===== src/smel_defs.svh =====
// Constants for the signal and mailbox event logic.
// Assumes one 32-bit data path and four event sources.
`ifndef SMEL_DEFS_SVH
`define SMEL_DEFS_SVH
`define SMEL_DATA_W 32
`define SMEL_NUM_EV 4
`define SMEL_EV_SIG1 0
`define SMEL_EV_SIG2 1
`define SMEL_EV_OUTBOX 2
`define SMEL_EV_IRQ_OUTBOX 3
`define SMEL_SIG_RESET 32'h0000_0000
`define SMEL_MASK_RESET 4'h0
`endif


===== src/smel_pkg.sv =====
// Types for the signal and mailbox event logic.
// Assumes smel_defs.svh is on the include path.
`include "smel_defs.svh"
package smel_pkg;
  typedef logic [`SMEL_DATA_W-1:0] smel_word_t;
  typedef logic [`SMEL_NUM_EV-1:0] smel_ev_t;
  typedef enum logic [2:0] {
    SMEL_IDLE = 3'b001,
    SMEL_SERVICE = 3'b010,
    SMEL_RESTORE = 3'b100
  } smel_hstate_t;
endpackage


===== src/smel_if.sv =====
// Interface joining the event logic and the local handler.
// Assumes one shared clock; no clocking block.
`timescale 1ns/1ns
interface smel_if
  import smel_pkg::*;
(
  input wire logic clk_sys
);
  smel_ev_t mask_wr;
  logic mask_we;
  smel_ev_t mask_rd;
  smel_ev_t ack;
  logic ack_we;
  smel_ev_t pending;
  logic [3:0] count;
  logic sig1_re;
  logic sig2_re;
  smel_word_t sig1_data;
  smel_word_t sig2_data;
  logic obox_we;
  logic iobox_we;
  smel_word_t obox_wdata;
  modport dev (
    input mask_wr, mask_we, ack, ack_we, sig1_re, sig2_re,
    input obox_we, iobox_we, obox_wdata,
    output mask_rd, pending, count, sig1_data, sig2_data
  );
  modport hnd (
    output mask_wr, mask_we, ack, ack_we, sig1_re, sig2_re,
    output obox_we, iobox_we, obox_wdata,
    input mask_rd, pending, count, sig1_data, sig2_data
  );
endinterface


===== src/smel_device.sv =====
// Event logic: signal registers, outbound mailboxes, mask and acks.
// Assumes outside writers and readers are synchronous to clk_sys.
`timescale 1ns/1ns
`include "smel_defs.svh"
module smel_device
  import smel_pkg::*;
(
  input wire logic clk_sys,
  input wire logic rst,
  input wire logic clk_en,
  smel_if.dev loc,
  input wire logic sig1_we,
  input wire logic sig2_we,
  input wire smel_word_t sig_wdata,
  input wire logic obox_re,
  input wire logic iobox_re,
  output smel_word_t obox_rdata,
  output smel_word_t iobox_rdata,
  output logic obox_full,
  output logic iobox_full
);
  smel_word_t sig1;
  smel_word_t sig2;
  logic sig1_full;
  logic sig2_full;
  smel_ev_t mask;
  smel_ev_t pend;
  smel_ev_t cnt;
  smel_ev_t cnt_q;
  smel_ev_t rise;

  ////////////////////////////////////////////////////////////////////////
  // Overwrite on write; only empty-to-full raises
  always_ff @(posedge clk_sys or posedge rst) begin
    if (rst) begin
      sig1 <= `SMEL_SIG_RESET;
      sig1_full <= 1'b0;
    end else if (clk_en) begin
      if (loc.sig1_re && sig1_full) begin
        sig1 <= `SMEL_SIG_RESET;
        sig1_full <= 1'b0;
      end
      // A write in the read cycle wins, but it raises no event because full stays set
      if (sig1_we) begin
        sig1 <= sig_wdata;
        sig1_full <= 1'b1;
      end
    end
  end

  always_ff @(posedge clk_sys or posedge rst) begin
    if (rst) begin
      sig2 <= `SMEL_SIG_RESET;
      sig2_full <= 1'b0;
    end else if (clk_en) begin
      if (loc.sig2_re && sig2_full) begin
        sig2 <= `SMEL_SIG_RESET;
        sig2_full <= 1'b0;
      end
      if (sig2_we) begin
        sig2 <= sig_wdata;
        sig2_full <= 1'b1;
      end
    end
  end

  assign loc.sig1_data = sig1;
  assign loc.sig2_data = sig2;

  ////////////////////////////////////////////////////////////////////////
  // One-deep outbound mailboxes
  always_ff @(posedge clk_sys or posedge rst) begin
    if (rst) begin
      obox_rdata <= `SMEL_SIG_RESET;
      obox_full <= 1'b0;
    end else if (clk_en) begin
      if (obox_re && obox_full) begin
        obox_full <= 1'b0;
      end
      // Write while full is stalled: dropped here
      if (loc.obox_we && !obox_full) begin
        obox_rdata <= loc.obox_wdata;
        obox_full <= 1'b1;
      end
    end
  end

  always_ff @(posedge clk_sys or posedge rst) begin
    if (rst) begin
      iobox_rdata <= `SMEL_SIG_RESET;
      iobox_full <= 1'b0;
    end else if (clk_en) begin
      // outside read frees the irq mailbox
      if (iobox_re && iobox_full) begin
        iobox_full <= 1'b0;
      end
      if (loc.iobox_we && !iobox_full) begin
        iobox_rdata <= loc.obox_wdata;
        iobox_full <= 1'b1;
      end
    end
  end

  ////////////////////////////////////////////////////////////////////////
  // counts as seen by the handler
  always_comb begin
    cnt = '0;
    cnt[`SMEL_EV_SIG1] = sig1_full;
    cnt[`SMEL_EV_SIG2] = sig2_full;
    cnt[`SMEL_EV_OUTBOX] = !obox_full;
    cnt[`SMEL_EV_IRQ_OUTBOX] = !iobox_full;
  end
  assign loc.count = cnt;
  assign rise = cnt & ~cnt_q;

  always_ff @(posedge clk_sys or posedge rst) begin
    if (rst) begin
      // Empty mailboxes at reset raise a free event
      // Otherwise nothing would ever fill them
      cnt_q <= 4'h0;
    end else if (clk_en) begin
      cnt_q <= cnt;
    end
  end

  always_ff @(posedge clk_sys or posedge rst) begin
    if (rst) begin
      mask <= `SMEL_MASK_RESET;
    end else if (clk_en && loc.mask_we) begin
      mask <= loc.mask_wr;
    end
  end
  assign loc.mask_rd = mask;

  // set on rise wins over ack
  always_ff @(posedge clk_sys or posedge rst) begin
    if (rst) begin
      pend <= '0;
    end else if (clk_en) begin
      pend <= (pend & ~(loc.ack_we ? loc.ack : 4'h0)) | rise;
    end
  end
  assign loc.pending = pend & mask;
endmodule // smel_device


===== src/flat_wrapper.sv =====
// flat-port wrapper written by rule: the top's interface ports become plain ports
module smel_device_flat import smel_pkg::*;
  (clk_sys, rst, clk_en, sig1_we, sig2_we, sig_wdata, obox_re, iobox_re, obox_rdata, iobox_rdata, obox_full, iobox_full, loc_mask_wr, loc_mask_we, loc_ack, loc_ack_we, loc_sig1_re, loc_sig2_re, loc_obox_we, loc_iobox_we, loc_obox_wdata, loc_mask_rd, loc_pending, loc_count, loc_sig1_data, loc_sig2_data);
  smel_if loc_i (.clk_sys(clk_sys));
  input wire logic clk_sys;
  input wire logic rst;
  input wire logic clk_en;
  input wire logic sig1_we;
  input wire logic sig2_we;
  input wire smel_word_t sig_wdata;
  input wire logic obox_re;
  input wire logic iobox_re;
  output smel_word_t obox_rdata;
  output smel_word_t iobox_rdata;
  output logic obox_full;
  output logic iobox_full;
  input wire logic [$bits(loc_i.mask_wr)-1:0] loc_mask_wr;
  input wire logic [$bits(loc_i.mask_we)-1:0] loc_mask_we;
  input wire logic [$bits(loc_i.ack)-1:0] loc_ack;
  input wire logic [$bits(loc_i.ack_we)-1:0] loc_ack_we;
  input wire logic [$bits(loc_i.sig1_re)-1:0] loc_sig1_re;
  input wire logic [$bits(loc_i.sig2_re)-1:0] loc_sig2_re;
  input wire logic [$bits(loc_i.obox_we)-1:0] loc_obox_we;
  input wire logic [$bits(loc_i.iobox_we)-1:0] loc_iobox_we;
  input wire logic [$bits(loc_i.obox_wdata)-1:0] loc_obox_wdata;
  output wire logic [$bits(loc_i.mask_rd)-1:0] loc_mask_rd;
  output wire logic [$bits(loc_i.pending)-1:0] loc_pending;
  output wire logic [$bits(loc_i.count)-1:0] loc_count;
  output wire logic [$bits(loc_i.sig1_data)-1:0] loc_sig1_data;
  output wire logic [$bits(loc_i.sig2_data)-1:0] loc_sig2_data;
  assign loc_i.mask_wr = loc_mask_wr;
  assign loc_i.mask_we = loc_mask_we;
  assign loc_i.ack = loc_ack;
  assign loc_i.ack_we = loc_ack_we;
  assign loc_i.sig1_re = loc_sig1_re;
  assign loc_i.sig2_re = loc_sig2_re;
  assign loc_i.obox_we = loc_obox_we;
  assign loc_i.iobox_we = loc_iobox_we;
  assign loc_i.obox_wdata = loc_obox_wdata;
  assign loc_mask_rd = loc_i.mask_rd;
  assign loc_pending = loc_i.pending;
  assign loc_count = loc_i.count;
  assign loc_sig1_data = loc_i.sig1_data;
  assign loc_sig2_data = loc_i.sig2_data;
  smel_device u_core (.clk_sys(clk_sys), .rst(rst), .clk_en(clk_en), .loc(loc_i), .sig1_we(sig1_we), .sig2_we(sig2_we), .sig_wdata(sig_wdata), .obox_re(obox_re), .iobox_re(iobox_re), .obox_rdata(obox_rdata), .iobox_rdata(iobox_rdata), .obox_full(obox_full), .iobox_full(iobox_full));
endmodule

===== config.mk =====
export PLATFORM = sky130hd
export DESIGN_NAME = smel_device_flat
export DESIGN_NICKNAME = d
export VERILOG_FILES = /design/src/smel_pkg.sv /design/src/smel_if.sv /design/src/smel_device.sv /design/src/flat_wrapper.sv
export VERILOG_INCLUDE_DIRS = /design/src /design/src/src
export SDC_FILE = /design/constraint.sdc
export NUM_CORES = 1
export LEC_CHECK = 0
export BUFFER_PORTS_ARGS = -buffer_cell sky130_fd_sc_hd__buf_4
export CELL_PAD_IN_SITES_DETAIL_PLACEMENT = 1
export CELL_PAD_IN_SITES_GLOBAL_PLACEMENT = 2
export CORE_ASPECT_RATIO = 1.75
export CORE_MARGIN = 2
export CORE_UTILIZATION = 32
export DETAILED_ROUTE_END_ITERATION = 7
export PLACE_DENSITY = 0.91
export SETUP_SLACK_MARGIN = 0.15
export SLEW_MARGIN = 40
export SYNTH_ARGS = -nofsm -noshare
export SYNTH_HDL_FRONTEND = slang
export SYNTH_SLANG_ARGS = --single-unit

===== constraint.sdc =====
create_clock -name clk_sys -period 6.25 [get_ports clk_sys]
set_input_delay 1.25 -clock clk_sys [delete_from_list [all_inputs] [get_ports clk_sys]]
set_output_delay 1.25 -clock clk_sys [all_outputs]
set_load 0.05 [all_outputs]

=== Yosys cells after proc, flatten, opt, wreduce, memory -nomap -nowiden ===
Cells that the tools add are included.

* Input bits: 85
* Register bits after elaboration: 144
* Output and inout port bits: 142
* Word-level logic and storage cells: 49

* Bitwise operators: 6
* Muxes and demuxes: 13
* Reduce and logical (&&, ||, !) cells: 19

{| class="wikitable"
|+ Operators by type and width
! cell !! count
|-
| $mux 32 || 4
|-
| $and 4x4->4 || 3
|-
| $reduce_and 2->1 || 6
|-
| $mux 1 || 8
|-
| $not 4->4 || 2
|-
| $reduce_bool 2->1 || 4
|-
| $logic_and 1x1->1 || 7
|-
| $mux 4 || 1
|-
| $or 4x4->4 || 1
|-
| $logic_not 1->1 || 2
|}

=== Longest topological paths before layout ===
* Word-level depth: 4
* Gate-level depth with buffers: 5
* Gate-level depth less buffers: 2

=== Worst setup path before layout ===
No wires, ideal clock.

* Path kind: flip-flop to output port
* Start point: reg u_core.mask[0], in the netlist u_core.loc.mask_rd[0]
* End point: out loc_pending[0]
* Arrival time: 1.115 ns
* Path buffers: 0
* Data required time: 5.000 ns
* Stages on the path, launching flop included: 2
* Slack: 3.885 ns
* Path through: dfrtp_1 and2_1

* Cells in the longest elaborated chain, start to end: 1

{| class="wikitable"
|+ RTL lines
! what !! RTL line !! source
|-
| start, declared || smel_device.sv:26 || <nowiki>smel_ev_t mask;</nowiki>
|-
| start signal, assigned || smel_device.sv:128 || <nowiki>mask <= `SMEL_MASK_RESET;</nowiki>
|-
| start signal, assigned || smel_device.sv:130 || <nowiki>mask <= loc.mask_wr;</nowiki>
|-
| $and 4x4->4 || smel_device.sv:143 || <nowiki>assign loc.pending = pend & mask;</nowiki>
|-
| end, declared || flat_wrapper.sv:27 || <nowiki>output wire logic [$bits(loc_i.pending)-1:0] loc_pending;</nowiki>
|}

Every way passes these cells.

=== Worst setup path in the final report ===
* Start point: in clk_en
* End point: reg u_core.iobox_rdata[17]

* Cells in the longest elaborated chain, start to end: 1

{| class="wikitable"
|+ RTL lines
! what !! RTL line !! source
|-
| start, declared || flat_wrapper.sv:7 || <nowiki>input wire logic clk_en;</nowiki>
|-
| $reduce_and 2->1 (no line) || -- ||
|-
| end signal, assigned || smel_device.sv:90 || <nowiki>iobox_rdata <= `SMEL_SIG_RESET;</nowiki>
|-
| end signal, assigned || smel_device.sv:98 || <nowiki>iobox_rdata <= loc.obox_wdata;</nowiki>
|-
| end, declared || smel_device.sv:18 || <nowiki>output smel_word_t iobox_rdata,</nowiki>
|}

Every way passes these cells.
A chain may end at the register's enable or synchronous reset.

==> impl_results.md <==
* Number of CTS-inserted buffers at 17
* Share of total power in the clock network at 28.8%
* Global Route Usage Sum at 17.38%
* Clk_skew at 6.801 ps
* Routed Antenna Nets at 0
* Power per standard cell area at 445.2 mW/mm^2
* Sw Pwr at 1439 uW
* Ant diodes at 0
* Gpl congestion at 0.7857
* Vias in the first global route at 4943
* H-tree depth at 4
* # rows at 66
* WHS at 441.8 ps
* Cells along the critical path: buf_4 -> nand3b_4 -> mux2_4
* CTS tree: done
* Ratio of cells with drive above 1 in the final layout at 60.84%
* Clock-pin slew on the worst setup and hold paths at 60 ps
* Setup_tns at 0 ps
* RSZ-0062 raised after global routing: no
* PortBufs at 226
* Post-synth EDFFs at 0
* CTS-repair resized insts at 0
* Worst path slowest cell: nand3b_4
* Top Ports at 227
* DRC viols at 0
* Yosys warnings at 0
* Starting Density at 32.60%
* Routed Wire Length at 17.29 mm
* Clk sinks at 144
* Max Fanout on Critical Path at 90
* Synth area leader: dfrtp_1
* Via density at 5.020
* DP Wirelength at 12.36 mm
* Vias at 4413
* Synth Area per Inst at 14.46 sq um
* Final Hold Viols at 0
* Sw Share at 38.19%
* Synthesized flop and latch total at 144
* Worst-Skew Late Latency at 410 ps
* First-pass GRT wire length at 26.72 mm
* Type of origin of the critical path: input port
* Power share of the combinational group at 37.7%
* Dominant cells by area after synthesis: dfrtp_1 60%, mux2_4 14%, a31o_2 8.4%, and3_1 6.6%, mux2_2 1.9%
* Die height at 185.6 um
* Gr ovfl total at 0
* CTS Buffer Depth at 2
* Fin crit share at 43.63%
* TritonRoute pass-1 iters at 4
* Seq pwr share at 33.5%
* Slew Viols, Final at 0
* Ys flop type: dfrtp_1
* Cell with the most instances after synthesis: dfrtp_1
* Crit path largest cell delay at 630 ps
* Fmax at 0.3667 GHz
* Relative slew slack at 48.54%
* Iter 0 DRT Violations at 107
* Worst Path Arrival at 3020 ps
* Async set-reset flop share out of synthesis at 100.0%
* CP Class: in -> reg
* Final min period at 2727 ps
* Die ar. at 0.02000 sq mm
* Pin count of the biggest net entering global routing at 91
* Setup-failing EPs final at 0
* Peak supply drop at 0.0002342 V
* Setup bufs post-CTS at 0
* Top-area cell type share of the netlist area at 59.76%
* CP endpoint kind: register
* Post-Syn Area at 0.006030 sq mm
* Synth-to-Final Area Change at 40.34%
* Std-Cell Core Area at 0.01850 sq mm
* Max-cap violation count at 0
* Cell count after synthesis at 417
* Initial antenna violation count at 0
* Most frequent cells after synthesis: 144 x dfrtp_1, 64 x and3_1, 58 x a31o_2, 58 x mux2_4, 16 x buf_2
* WP data required at 6540 ps
* LEAKAGE at 0.004460 uW
* Final nets at 714
* Net Count, Synth at 502
* P_int at 2328 uW
* Hold-fix buffers, CTS at 0
* Worst slew pin tran at 771.9 ps
* Root Buffer: clkbuf_16
* Synth unique cells at 24
* Worst Hold Class: reg -> reg
* Die width at 107.8 um
* Sequential-to-total area share from yosys stat at 59.76%
* Wire per inst at 19.67 um
* Outcome: finished clean
cell families (layout without fill, tap and decap cells):
kind of cell | after synthesis | after routing | synth area share, %
buf+inv | 43 | 267 | 4.130
simple gates | 86 | 86 | 9.006
compound gates | 75 | 75 | 10.62
flops | 144 | 144 | 59.76
mux | 69 | 69 | 16.48
flip-flops by register name (all words and copies together), names as in the netlist:
| name | cells |
|---|---|
| u_core.iobox_full | 1 |
| u_core.pend | 4 |
| u_core.loc.mask_rd | 4 |
| u_core.loc.sig2_data | 32 |
| u_core.sig2_full | 1 |
| u_core.obox_full | 1 |
| u_core.loc.sig1_data | 32 |
| u_core.obox_rdata | 32 |
| u_core.sig1_full | 1 |
| u_core.iobox_rdata | 32 |
| u_core.cnt_q | 4 |
power groups by stage:
stage | registers, uW | clock network [uW] | logic [uW]
2_1_floorplan | 1880 | 0 | 361
3_3_place_gp | 1270 | 0 | 1400
3_5_place_dp | 1270 | 0 | 1430
4_1_cts | 1270 | 1110 | 1430
5_1_grt | 1290 | 1150 | 1480
6_report | 1260 | 1090 | 1420
worst paths after layout:
| check | slack [ps] | to | cells past startpoint | start |
|---|---|---|---|---|
| max | 3520 | u_core.iobox_rdata[17] | 3 | clk_en |
| min | 440 | u_core.pend[1] | 1 | u_core.cnt_q[1] |
| max reg2reg | 4550 | u_core.iobox_rdata[17] | 2 | u_core.iobox_full |
| min reg2reg | 440 | u_core.pend[1] | 1 | u_core.cnt_q[1] |
| max in group asynchronous | 4230 | u_core.loc.mask_rd[1] | 3 | rst |
| min in group asynchronous | 950 | u_core.loc.sig1_data[26] | 2 | rst |
per-layer routing:
layer | GRT usage, % | share of wire (%)
met1 | 17.77 | 35
met2 | 32.81 | 56
met3 | 4.692 | 6.2
met4 | 6.974 | 2.5
met5 | 0 | 0
layout by cell type, fill, tap and decap left out, types with 2 or more instances in the layout:
| master | count |
|---|---|
| o2bb2ai_1 | 2 |
| a31o_1 | 6 |
| a32o_1 | 2 |
| o21ai_0 | 4 |
| bufinv_16 | 4 |
| and2_0 | 2 |
| and2_1 | 4 |
| mux2_4 | 58 |
| nand3b_4 | 2 |
| clkbuf_16 | 17 |
| a31o_2 | 58 |
| nand2_2 | 2 |
| clkinv_2 | 3 |
| clkinvlp_4 | 2 |
| mux2_2 | 10 |
| nand3_1 | 6 |
| clkbuf_8 | 3 |
| dfrtp_1 | 144 |
| nand2_1 | 5 |
| inv_1 | 6 |
| and3_1 | 64 |
| a22o_1 | 2 |
| buf_4 | 228 |
per-stage QoR:
step	area [sq um]	utilization (%)	instances	power, uW	worst slack [ps]
floorplan	6030	-	417	2237	1134
global placement	7829	42.32	848	2668	3115
detailed placement	7829	42.32	848	2705	3058
CTS	8458	45.73	879	3812	3504
global route	8462	45.75	879	3913	3392
finish	8462	45.75	879	3767	3523
worst max-delay path, delay by kind of cell:
family / cells / cell delay, ps
simple gates: 1 / 630
buf+inv: 1 / 550
mux: 1 / 510
final cells by class:
cell class | count | area, sq um
clock inverter | 10 | 158.9
multi-input combinational | 230 | 2177
clock buffer | 21 | 470.5
tap | 238 | 297.8
sequential | 144 | 3603
fill | 1962 | 10040
timing repair buffer | 229 | 1723
inverter | 7 | 31.28
Power figures use the tool's default switching activity.
